$ cat src/hw/tpp_regs.vh
`ifndef TPP_REGS_VH
`define TPP_REGS_VH
// instruction codes
`define TPP_IR_W            4
`define TPP_IR_RESET_CHAIN  4'hC
`define TPP_IR_UNLOCK       4'h4
`define TPP_IR_COMMAND      4'h5
`define TPP_IR_PAGE_FILL    4'h6
`define TPP_IR_PAGE_FETCH   4'h7
`define TPP_IR_BYPASS       4'hF
// register widths and key
`define TPP_UNLOCK_W        16
`define TPP_CMD_W           15
`define TPP_BYTE_W          8
`define TPP_UNLOCK_KEY      16'hA370
`define TPP_UNLOCK_RST      16'h0000
`define TPP_CMD_RST         15'h0000
// timing
`define TPP_CLK_NS          5
`define TPP_FILL_TCK        11
`define TPP_DISABLE_CLR_CLKS 2
`define TPP_FIFO_DEPTH      16
`define TPP_FIFO_AW         4
`endif

$ cat src/hw/tpp_fifo.v
`timescale 1ns/1ps
`default_nettype none
module tpp_fifo #(
    parameter WIDTH = 9,
    parameter DEPTH = 16,
    parameter AW    = 4
) (
    // clock and reset
    input  wire             clk,
    input  wire             rstn,
    // write side
    input  wire             in_valid,
    output wire             in_ready,
    input  wire [WIDTH-1:0] in_data,
    // read side
    output wire             out_valid,
    input  wire             out_ready,
    output wire [WIDTH-1:0] out_data
);
    reg [WIDTH-1:0] mem [0:DEPTH-1];
    reg [AW:0]      wr_ptr_reg;
    reg [AW:0]      rd_ptr_reg;
    wire            full;
    wire            empty;

    // pointer compare for full and empty
    assign empty     = (wr_ptr_reg == rd_ptr_reg);
    assign full      = (wr_ptr_reg[AW-1:0] == rd_ptr_reg[AW-1:0]) &&
                       (wr_ptr_reg[AW] != rd_ptr_reg[AW]);
    assign in_ready  = !full;
    assign out_valid = !empty;
    assign out_data  = mem[rd_ptr_reg[AW-1:0]];

    // storage
    always @(posedge clk)
    begin
        if (in_valid && !full)
            mem[wr_ptr_reg[AW-1:0]] <= in_data;
    end

    // pointers
    always @(posedge clk or negedge rstn)
    begin
        if (!rstn)
        begin
            wr_ptr_reg <= {(AW+1){1'b0}};
            rd_ptr_reg <= {(AW+1){1'b0}};
        end
        else
        begin
            if (in_valid && !full)
                wr_ptr_reg <= wr_ptr_reg + 1'b1;
            if (out_ready && !empty)
                rd_ptr_reg <= rd_ptr_reg + 1'b1;
        end
    end
endmodule
`default_nettype wire

$ cat src/hw/tpp_top.v
// How it works
// - four-bit instruction register, sixteen codes
// - every shift register moves LSB first
// - code 0xC selects one-bit reset chain
// - chain one holds reset, unlatched output
// - chain acts as reset pin low
// - code 0x4 selects sixteen-bit unlock register
// - update-DR compares key, exact match unlocks
// - unlock register clears on power-on reset
// - code 0x5 selects fifteen-bit command register
// - capture loads result, shift exchanges it
// - update presents command, idle clocks once
// - code 0x6 selects low command byte
// - fill update copies byte, writes soon
// - fill updates alternate, low byte first
// - counter steps before low, not first
// - code 0x7 captures bytes, low first
// - counter steps after every high read
// - port works only when enabled, undisabled
// - reset low clears disable bit quickly
`timescale 1ns/1ps
`default_nettype none
`include "tpp_regs.vh"
module tpp_top (
    // clock and reset
    input  wire        CLK,
    input  wire        RSTN,
    // test port pins
    input  wire        TCK,
    input  wire        TMS,
    input  wire        TDI,
    output reg         TDO,
    output reg         TDO_OE,
    // device control
    input  wire        EXT_RESETN,
    input  wire        ENABLE_FUSE,
    input  wire        DISABLE_SET,
    output wire        DISABLE_BIT,
    output wire        CORE_RESET,
    output reg         PROG_MODE,
    // memory interface
    output reg  [14:0] MEM_CMD,
    output reg         MEM_CMD_VALID,
    output reg         MEM_EXEC,
    input  wire [14:0] MEM_RESULT,
    input  wire [15:0] MEM_RDATA,
    output reg  [15:0] PC,
    // page buffer write stream
    output wire        PAGE_VALID,
    input  wire        PAGE_READY,
    output wire [8:0]  PAGE_DATA,
    output wire [15:0] PAGE_ADDR
);
    localparam S_RESET = 4'h0, S_IDLE = 4'h1, S_SEL_DR = 4'h2, S_CAP_DR = 4'h3;
    localparam S_SH_DR = 4'h4, S_EX1_DR = 4'h5, S_PA_DR = 4'h6, S_EX2_DR = 4'h7;
    localparam S_UP_DR = 4'h8, S_SEL_IR = 4'h9, S_CAP_IR = 4'hA, S_SH_IR = 4'hB;
    localparam S_EX1_IR = 4'hC, S_PA_IR = 4'hD, S_EX2_IR = 4'hE, S_UP_IR = 4'hF;

    reg  [2:0]  tck_sync_reg;
    reg         tms_s1_reg, tms_s2_reg, tdi_s1_reg, tdi_s2_reg;
    reg         rst_s1_reg, rst_s2_reg, ena_s1_reg, ena_s2_reg;
    reg  [3:0]  state_reg;
    reg  [3:0]  state_next;
    reg  [3:0]  ir_shift_reg;
    reg  [3:0]  ir_reg;
    reg         reset_chain_reg;
    reg  [15:0] unlock_reg;
    reg  [14:0] cmd_reg;
    reg         bypass_reg;
    reg         high_byte_reg;
    reg         first_reg;
    reg         disable_reg;
    reg  [1:0]  dis_cnt_reg;
    reg  [3:0]  fill_cnt_reg;
    reg         fill_go_reg;
    reg  [8:0]  hold_reg;
    reg  [15:0] hold_addr_reg;
    wire        tck_rise, tck_fall, port_ok, fifo_ready;

    // pin synchronisers, TCK edge detect on second and third stages
    always @(posedge CLK or negedge RSTN)
    begin
        if (!RSTN)
        begin
            tck_sync_reg <= 3'h0;
            tms_s1_reg   <= 1'b1;
            tms_s2_reg   <= 1'b1;
            tdi_s1_reg   <= 1'b0;
            tdi_s2_reg   <= 1'b0;
            rst_s1_reg   <= 1'b1;
            rst_s2_reg   <= 1'b1;
            ena_s1_reg   <= 1'b0;
            ena_s2_reg   <= 1'b0;
        end
        else
        begin
            tck_sync_reg <= {tck_sync_reg[1:0], TCK};
            tms_s1_reg   <= TMS;
            tms_s2_reg   <= tms_s1_reg;
            tdi_s1_reg   <= TDI;
            tdi_s2_reg   <= tdi_s1_reg;
            rst_s1_reg   <= EXT_RESETN;
            rst_s2_reg   <= rst_s1_reg;
            ena_s1_reg   <= ENABLE_FUSE;
            ena_s2_reg   <= ena_s1_reg;
        end
    end
    assign tck_rise = tck_sync_reg[1] && !tck_sync_reg[2];
    assign tck_fall = !tck_sync_reg[1] && tck_sync_reg[2];
    assign port_ok  = ena_s2_reg && !disable_reg;

    // tap next state
    always @*
    begin
        state_next = state_reg;
        case (state_reg)
            S_RESET:  state_next = tms_s2_reg ? S_RESET  : S_IDLE;
            S_IDLE:   state_next = tms_s2_reg ? S_SEL_DR : S_IDLE;
            S_SEL_DR: state_next = tms_s2_reg ? S_SEL_IR : S_CAP_DR;
            S_CAP_DR: state_next = tms_s2_reg ? S_EX1_DR : S_SH_DR;
            S_SH_DR:  state_next = tms_s2_reg ? S_EX1_DR : S_SH_DR;
            S_EX1_DR: state_next = tms_s2_reg ? S_UP_DR  : S_PA_DR;
            S_PA_DR:  state_next = tms_s2_reg ? S_EX2_DR : S_PA_DR;
            S_EX2_DR: state_next = tms_s2_reg ? S_UP_DR  : S_SH_DR;
            S_UP_DR:  state_next = tms_s2_reg ? S_SEL_DR : S_IDLE;
            S_SEL_IR: state_next = tms_s2_reg ? S_RESET  : S_CAP_IR;
            S_CAP_IR: state_next = tms_s2_reg ? S_EX1_IR : S_SH_IR;
            S_SH_IR:  state_next = tms_s2_reg ? S_EX1_IR : S_SH_IR;
            S_EX1_IR: state_next = tms_s2_reg ? S_UP_IR  : S_PA_IR;
            S_PA_IR:  state_next = tms_s2_reg ? S_EX2_IR : S_PA_IR;
            S_EX2_IR: state_next = tms_s2_reg ? S_UP_IR  : S_SH_IR;
            default:  state_next = tms_s2_reg ? S_SEL_DR : S_IDLE;
        endcase
    end

    // tap state, instruction and data registers on TCK rise; state forced to reset on any clock while port_ok is low
    always @(posedge CLK or negedge RSTN)
    begin
        if (!RSTN)
        begin
            state_reg       <= S_RESET;
            ir_shift_reg    <= 4'h0;
            ir_reg          <= `TPP_IR_BYPASS;
            reset_chain_reg <= 1'b0;
            unlock_reg      <= `TPP_UNLOCK_RST;
            cmd_reg         <= `TPP_CMD_RST;
            bypass_reg      <= 1'b0;
            high_byte_reg   <= 1'b0;
            first_reg       <= 1'b1;
            PROG_MODE       <= 1'b0;
            MEM_CMD         <= 15'h0000;
            MEM_CMD_VALID   <= 1'b0;
            MEM_EXEC        <= 1'b0;
            PC              <= 16'h0000;
            fill_go_reg     <= 1'b0;
            hold_reg        <= 9'h000;
            hold_addr_reg   <= 16'h0000;
        end
        else
        begin
            MEM_EXEC      <= 1'b0;
            MEM_CMD_VALID <= 1'b0;
            fill_go_reg   <= 1'b0;
            if (!port_ok)
                state_reg <= S_RESET;
            else if (tck_rise)
            begin
                state_reg <= state_next;
                case (state_reg)
                    S_RESET:
                    begin
                        ir_reg <= `TPP_IR_BYPASS;
                    end
                    S_CAP_IR:
                    begin
                        ir_shift_reg <= 4'h1;
                    end
                    S_SH_IR:
                    begin
                        ir_shift_reg <= {tdi_s2_reg, ir_shift_reg[3:1]};
                    end
                    S_UP_IR:
                    begin
                        ir_reg        <= ir_shift_reg;
                        high_byte_reg <= 1'b0;
                        first_reg     <= 1'b1;
                    end
                    S_CAP_DR:
                    begin
                        bypass_reg <= 1'b0;
                        if (ir_reg == `TPP_IR_COMMAND)
                            cmd_reg <= MEM_RESULT;
                        else if (ir_reg == `TPP_IR_PAGE_FETCH)
                        begin
                            cmd_reg[7:0]  <= high_byte_reg ? MEM_RDATA[15:8] : MEM_RDATA[7:0];
                            high_byte_reg <= !high_byte_reg;
                            if (high_byte_reg)
                                PC <= PC + 16'h0001;
                        end
                    end
                    S_SH_DR:
                    begin
                        if (ir_reg == `TPP_IR_RESET_CHAIN)
                            reset_chain_reg <= tdi_s2_reg;
                        else if (ir_reg == `TPP_IR_UNLOCK)
                            unlock_reg <= {tdi_s2_reg, unlock_reg[15:1]};
                        else if (ir_reg == `TPP_IR_COMMAND)
                            cmd_reg <= {tdi_s2_reg, cmd_reg[14:1]};
                        else if (ir_reg == `TPP_IR_PAGE_FILL || ir_reg == `TPP_IR_PAGE_FETCH)
                            cmd_reg[7:0] <= {tdi_s2_reg, cmd_reg[7:1]};
                        else
                            bypass_reg <= tdi_s2_reg;
                    end
                    S_UP_DR:
                    begin
                        if (ir_reg == `TPP_IR_UNLOCK)
                            PROG_MODE <= (unlock_reg == `TPP_UNLOCK_KEY);
                        else if (ir_reg == `TPP_IR_COMMAND)
                        begin
                            MEM_CMD       <= cmd_reg;
                            MEM_CMD_VALID <= 1'b1;
                        end
                        else if (ir_reg == `TPP_IR_PAGE_FILL)
                        begin
                            // hold byte, step before low except first
                            hold_reg      <= {high_byte_reg, cmd_reg[7:0]};
                            fill_go_reg   <= 1'b1;
                            high_byte_reg <= !high_byte_reg;
                            first_reg     <= 1'b0;
                            if (!high_byte_reg && !first_reg)
                            begin
                                PC            <= PC + 16'h0001;
                                hold_addr_reg <= PC + 16'h0001;
                            end
                            else
                                hold_addr_reg <= PC;
                        end
                    end
                    S_IDLE:
                    begin
                        if (ir_reg == `TPP_IR_COMMAND && PROG_MODE)
                            MEM_EXEC <= 1'b1; // one clock per idle cycle
                    end
                    default:
                    begin
                        ir_reg <= ir_reg;
                    end
                endcase
            end
        end
    end

    // tdo on falling TCK, driven in shift states only
    always @(posedge CLK or negedge RSTN)
    begin
        if (!RSTN)
        begin
            TDO    <= 1'b0;
            TDO_OE <= 1'b0;
        end
        else if (tck_fall)
        begin
            TDO_OE <= port_ok && (state_reg == S_SH_DR || state_reg == S_SH_IR);
            if (state_reg == S_SH_IR)
                TDO <= ir_shift_reg[0];
            else if (ir_reg == `TPP_IR_RESET_CHAIN)
                TDO <= reset_chain_reg;
            else if (ir_reg == `TPP_IR_UNLOCK)
                TDO <= unlock_reg[0];
            else if (ir_reg >= `TPP_IR_COMMAND && ir_reg <= `TPP_IR_PAGE_FETCH)
                TDO <= cmd_reg[0];
            else
                TDO <= bypass_reg;
        end
    end

    // page write delay counter, finishes on the first clock that the buffer has room, waits while it is full
    always @(posedge CLK or negedge RSTN)
    begin
        if (!RSTN)
            fill_cnt_reg <= 4'h0;
        else if (fill_go_reg)
            fill_cnt_reg <= 4'h1;
        else if (fill_cnt_reg != 4'h0 && fifo_ready)
            fill_cnt_reg <= 4'h0;
    end

    // disable bit: set by core, cleared after two clocks of reset low
    always @(posedge CLK or negedge RSTN)
    begin
        if (!RSTN)
        begin
            disable_reg <= 1'b0;
            dis_cnt_reg <= 2'h0;
        end
        else if (!rst_s2_reg)
        begin
            if (dis_cnt_reg == 2'd`TPP_DISABLE_CLR_CLKS - 2'd1)
                disable_reg <= 1'b0;
            else
                dis_cnt_reg <= dis_cnt_reg + 2'h1;
        end
        else
        begin
            dis_cnt_reg <= 2'h0;
            if (DISABLE_SET)
                disable_reg <= 1'b1;
        end
    end

    assign DISABLE_BIT = disable_reg;
    // unlatched chain output acts as reset pin low
    assign CORE_RESET  = reset_chain_reg || !rst_s2_reg;

    // page buffer stream: {high flag, byte} with address
    tpp_fifo #(
        .WIDTH (25),
        .DEPTH (`TPP_FIFO_DEPTH),
        .AW    (`TPP_FIFO_AW)
    ) u_fifo (
        .clk       (CLK),
        .rstn      (RSTN),
        .in_valid  (fill_cnt_reg != 4'h0),
        .in_ready  (fifo_ready),
        .in_data   ({hold_addr_reg, hold_reg}),
        .out_valid (PAGE_VALID),
        .out_ready (PAGE_READY),
        .out_data  ({PAGE_ADDR, PAGE_DATA})
    );
endmodule
`default_nettype wire

$ cat config.mk
export PLATFORM = sky130hd
export DESIGN_NAME = tpp_top
export DESIGN_NICKNAME = d
export VERILOG_FILES = /design/src/hw/tpp_fifo.v /design/src/hw/tpp_top.v
export VERILOG_INCLUDE_DIRS = /design/src /design/src/hw
export SDC_FILE = /design/constraint.sdc
export NUM_CORES = 1
export LEC_CHECK = 0
export ABC_AREA = 1
export ABC_CLOCK_PERIOD_IN_PS = 5610
export BUFFER_PORTS_ARGS = -buffer_cell sky130_fd_sc_hd__buf_2
export CELL_PAD_IN_SITES_DETAIL_PLACEMENT = 0
export CELL_PAD_IN_SITES_GLOBAL_PLACEMENT = 1
export CORE_ASPECT_RATIO = 1.1
export CORE_MARGIN = 1.5
export CORE_UTILIZATION = 40
export CTS_BUF_LIST = sky130_fd_sc_hd__clkbuf_8
export DETAILED_ROUTE_END_ITERATION = 7
export PLACE_DENSITY_LB_ADDON = 0.15
export SYNTH_ARGS = -nofsm -noshare
export SYNTH_HDL_FRONTEND = slang
export SYNTH_HIERARCHICAL = 1
export SYNTH_SLANG_ARGS = --single-unit
$ cat constraint.sdc
create_clock -name CLK -period 5.61 [get_ports CLK]
set_input_delay 0.8415 -clock CLK [delete_from_list [all_inputs] [get_ports CLK]]
set_output_delay 0.8415 -clock CLK [all_outputs]
set_load 0.05 [all_outputs]
[Word-level counts from Yosys, hierarchy flattened]
Memory sizes are Yosys's and may differ from the RTL's.
Cells that the tools add are included.
Storage, ports and cells
  register bits after elaboration: 137
  bits in writable memories: 400
  output and inout port bits: 64
  word-level logic and storage cells: 211
  memories kept: 1
Memory list
  u_fifo.mem: depth 16, width 25, rd ports 1, clocked after memory_dff 0, wr ports 1, RTL line tpp_fifo.v:20  | reg [WIDTH-1:0] mem [0:DEPTH-1];
Operators by class
  add/subtract/negate cells: 4
  order comparisons: 2
  eq/ne operators: 42
  muxes and demuxes: 78
  bitwise operators: 3
  reductions and logical operators: 47
Operator list (count)
  $mux W16: 7
  $pmux W4 S11: 1
  $mux W8: 5
  $mux W1: 39
  $eq A4 B4 Y1 const B: 9
  $eq A4 B3 Y1 const B: 8
  $mux W4: 8
  $pmux W16 S2: 1
  $mux W15: 2
  $ne A2 B2 Y1 const B: 15
  $pmux W15 S2: 1
  $reduce_and A7 Y1: 3
  $add A16 B1 Y16 const B: 1
  $eq A16 B16 Y1 const B: 1
  $pmux W4 S2: 2
  $mux W7: 2
  $reduce_bool A2 Y1: 7
  $reduce_and A6 Y1: 2
  $add A5 B1 Y5 const B: 2
  $logic_and A1 B1 Y1: 10
  $mux W2: 5
  $reduce_and A5 Y1: 2
  $reduce_and A9 Y1: 1
  $eq A4 B2 Y1 const B: 2
  other kinds (23): 40

[Logic depth before layout (Yosys ltp)]
  depth in word-level cells: 7
  gate-level depth with buffers: 13

[Hierarchy]
The synthesis kept the hierarchy.
Modules (own cells, without submodules)
  tpp_fifo: instances 1, cells an instance 1479, area an instance 16912.5 um^2, seq. area each 12261.8 um^2
  tpp_top: instances 1, cells an instance 794, area an instance 6266.0 um^2, seq. area each 3114.2 um^2

[Worst setup path before layout]
Ideal clock, no wire load.
  kind: reg-to-reg
  start point: register u_fifo.rd_ptr_reg[0]
  end point: memory u_fifo.mem[11][0] (enable)
  setup time: 407 ps
  arrival: 2136 ps
  data required time: 5203 ps
  setup slack: 3067 ps
  stages on the path, launching flop included: 10
  path buffers: 2
  path through: dfrtp_1 -> buf_6 -> inv_4 -> buf_6 -> nand2_2 -> nand2_2 -> nor2_4 -> nand3_4 -> nand2_1 -> nor2_1
On the way
  cells in the longest elaborated chain, start to end: 6
RTL lines
  start, declared: RTL line tpp_fifo.v:22  | reg [AW:0] rd_ptr_reg;
  start signal, assigned: RTL line tpp_fifo.v:47  | rd_ptr_reg <= {(AW+1){1'b0}};
  start signal, assigned: RTL line tpp_fifo.v:54  | rd_ptr_reg <= rd_ptr_reg + 1'b1;
  $eq A4 B4 Y1: RTL line tpp_fifo.v:28  | assign full = (wr_ptr_reg[AW-1:0] == rd_ptr_reg[AW-1:0]) &&
  $logic_and A1 B1 Y1: RTL line tpp_fifo.v:28
  $logic_not A1 Y1
  via fifo_ready: RTL line tpp_top.v:78  | wire tck_rise, tck_fall, port_ok, fifo_ready;
  $logic_and A1 B1 Y1: RTL line tpp_fifo.v:37  | if (in_valid && !full)
  $mux W1: RTL line tpp_fifo.v:37
  $mux W1 (implied by the code): RTL line tpp_fifo.v:38  | mem[wr_ptr_reg[AW-1:0]] <= in_data;
  end, declared: RTL line tpp_fifo.v:20
The timed path passes the listed nets, and every way through them passes these cells.

[Worst setup path after layout]
  start point: register u_fifo.rd_ptr_reg[0]
  end point: output port PAGE_DATA[7]
On the way
  cells in the longest elaborated chain, start to end: 1
RTL lines
  $mem_v2 Z16 W25
  end, declared: RTL line tpp_top.v:51  | output wire [8:0] PAGE_DATA,
Every way passes these cells.

==> results.json <==
{
  "layout-drive-gt1-share_pct": 13.2,
  "synth_cell_type_count": 40,
  "multi_input_area_um2": 6760,
  "min_period_ns": 4.34,
  "h-tree-depth": 3,
  "cts_root_buf": "clkbuf_8",
  "holdBufCountCts": 0,
  "insertion_delay_ns": 0.69,
  "status": "finished clean",
  "final_cell_mix": "nand2_1 (632), edfxtp_1 (400), nor2_1 (336)",
  "ios": 104,
  "grt_pass1_wl_mm": 96.0,
  "register_area_um2": 15400,
  "slew_violations": 0,
  "crit_top_cell": "nand2_1",
  "tns_ns": 0,
  "cp.required_ns": 4.77,
  "vias": 16200,
  "hp-class": "in2async",
  "setup_violations": 0,
  "grt_use_met1_pct": 29.3,
  "gp_congestion": 0.788,
  "arrival_ns": 3.50,
  "final_common_cell": "nand2_1",
  "crit_type": "reg2out",
  "place_ws_ns": 1.95,
  "wirelength_mm": 62.5,
  "cts_buffers": 89,
  "place_hpwl_mm": 36.3,
  "grt_use_met3_pct": 3.21,
  "rsz0062_at_grt": "false",
  "final_core_util_pct": 45.3,
  "overflow": 0,
  "netlist_area_um2": 23200,
  "setup_ws_ns": 1.27,
  "cpPeakStageDelay_ns": 0.94,
  "grt_pass1_vias": 16100,
  "die_y_um": 255,
  "first_pass_iters": 5,
  "hold_viol": 0,
  "nets": 2435,
  "critPathBufInv": 3,
  "grt_usage_pct": 21.3,
  "coreArea_um2": 57300,
  "die_w_um": 233,
  "path_cells": "buf_4, o21ai_0, o21ai_1, nand2_1, nand2_1, inv_1, nand2_1, buf_2",
  "r2r-start": "u_fifo/rd_ptr_reg[2]$_DFFE_PN0P_",
  "drc": 0,
  "top_usage_layer": "met2",
  "drtAntennaViolNets": 0,
  "startpoint": "u_fifo/rd_ptr_reg[0]$_DFFE_PN0P_",
  "cts_resized": 0,
  "synth_nets": 2320,
  "fmax_mhz": 230,
  "yosysSeqAreaShare_pct": 66.3,
  "initial_core_util_pct": 40.4,
  "grt_antenna_before_repair": 2,
  "drtIter0Drc": 1280,
  "areaGrowthSynthToFinish_pct": 12.0,
  "worstPathMaxFanout": 60,
  "routedWlPerCell_um": 19.4,
  "clk_path_buf_depth": 3,
  "max_slew.worst_pin.slew_ns": 1.22,
  "endpoint_kind": "primary output",
  "power.density_nw_per_um2": 295,
  "cts_setup_buffers": 0,
  "ys_seq_elements": 534,
  "grt_max_degree": 130,
  "clkSinkCount": 534,
  "cts_tree": "yes",
  "slowest_stage": "dfrtp_4",
  "grt_use_met2_pct": 34.6,
  "finalCritPeriodShare_pct": 77.4,
  "p_leak_nw": 11.0,
  "vias_per_cell": 5.04,
  "clk_pin_slew_worst_paths_ns": 0.06,
  "drv_cap": 0,
  "synthCells": 2273,
  "path_delay_family": "buffers and inverters",
  "cp-start-kind": "flop",
  "rows": 92,
  "dieArea_um2": 59400,
  "largest_reg_flops": 400,
  "nFillCells": 5429,
  "yosys_warnings": 6,
  "ir_worst_vdd_uv": 179,
  "port_buffers": 103,
  "synth.avg_cell_area_um2": 10.2,
  "slew_headroom_pct": 18.4,
  "skew_ns": 0.0302
}
cells in the mapped netlist:
library cell,count,area share (%)
a21oi_1,27,0.58
a21oi_2,1,0.038
a22oi_1,3,0.097
buf_1,7,0.11
buf_12,1,0.086
buf_2,35,0.76
buf_4,12,0.39
buf_6,16,0.78
buf_8,2,0.13
clkbuf_1,29,0.47
clkinv_1,4,0.065
dfrtp_1,125,13
dfstp_2,9,1.0
edfxtp_1,400,52
ha_1,7,0.38
inv_1,120,1.9
inv_2,6,0.097
inv_4,2,0.054
mux2i_1,5,0.22
nand2_1,632,10
nand2_2,9,0.24
nand2_4,7,0.34
nand3_1,140,3.0
nand3_2,2,0.086
nand3_4,1,0.076
nand3b_1,3,0.097
nand4_1,6,0.16
nor2_1,342,5.5
nor2_2,19,0.51
nor2_4,6,0.29
nor2_8,1,0.086
nor3_1,2,0.043
nor4_1,4,0.11
o21ai_0,204,4.4
o21ai_1,51,1.1
o21ai_2,9,0.34
o21bai_1,1,0.032
or2_2,11,0.30
xnor2_1,2,0.076
xor2_1,10,0.38
worst paths after layout:
path | end | slack [ns] | cells past startpoint
worst max register to register | u_fifo/mem[3][10]$_DFFE_PP_ | 2.20 | 7
min in group CLK | tms_s1_reg$_DFF_PN1_ | 0.27 | 1
worst min register to register | ena_s2_reg$_DFF_PN0_ | 0.34 | 0
worst max-delay path | PAGE_DATA[7] | 1.27 | 8
max in group asynchronous | MEM_CMD[1]$_DFFE_PN0P_ | 4.11 | 2
worst min-delay path | PC[7]$_DFFE_PN0P_ | 0.20 | 1
power by group:
part / internal [mW] / switching [mW]
Sequential: 4.25 / 0.0243
Combinational: 0.0590 / 0.150
Clock: 1.61 / 1.56
routing by layer:
| layer | routed length (µm) | up-vias |
|---|---|---|
| met4 | 1580 | 0 |
| met3 | 2730 | 105 |
| li1 | - | 7812 |
| met2 | 29800 | 357 |
| met5 | 0 | - |
| met1 | 28400 | 7929 |
cells by family after synthesis:
family	share of synthesized area [%]
mux	0.216
simple gates	21.1
buf+inv	4.88
flops	66.3
compound gates	6.60
fa+ha+maj	0.378
xor+xnor	0.453
area by class of cell:
cell class                      instances  area share [%]
Clock buffer                           95            5.04
Sequential cell                       534            59.3
Tap cell                              752            3.63
Clock inverter                         70            1.24
Inverter                              132            1.93
Timing Repair Buffer                  126            2.82
Multi-Input combinational cell       1505            26.1
Antenna cell                            1         0.00964
through the flow:
stage	area (µm²)	total power [mW]	std cells	hold slack [ns]
2_1_floorplan	23200	4.48	2273	0.331
3_3_place_gp	24300	4.56	3049	0.332
3_5_place_dp	24300	4.56	3049	0.340
4_1_cts	25900	7.76	3214	0.210
5_1_grt	25900	7.96	3215	0.226
6_report	25900	7.65	3215	0.197
worst reg2reg max path, stage by stage, from the launching register on:
cell	delay, ns
dfrtp_1	0.64
inv_2	0.75
nand2_1	0.12
nand2_1	0.11
nor2_2	0.07
nand3_4	0.11
nand2_1	0.22
nor2_4	0.98
Note: power is estimated with default switching activity, not from simulation.
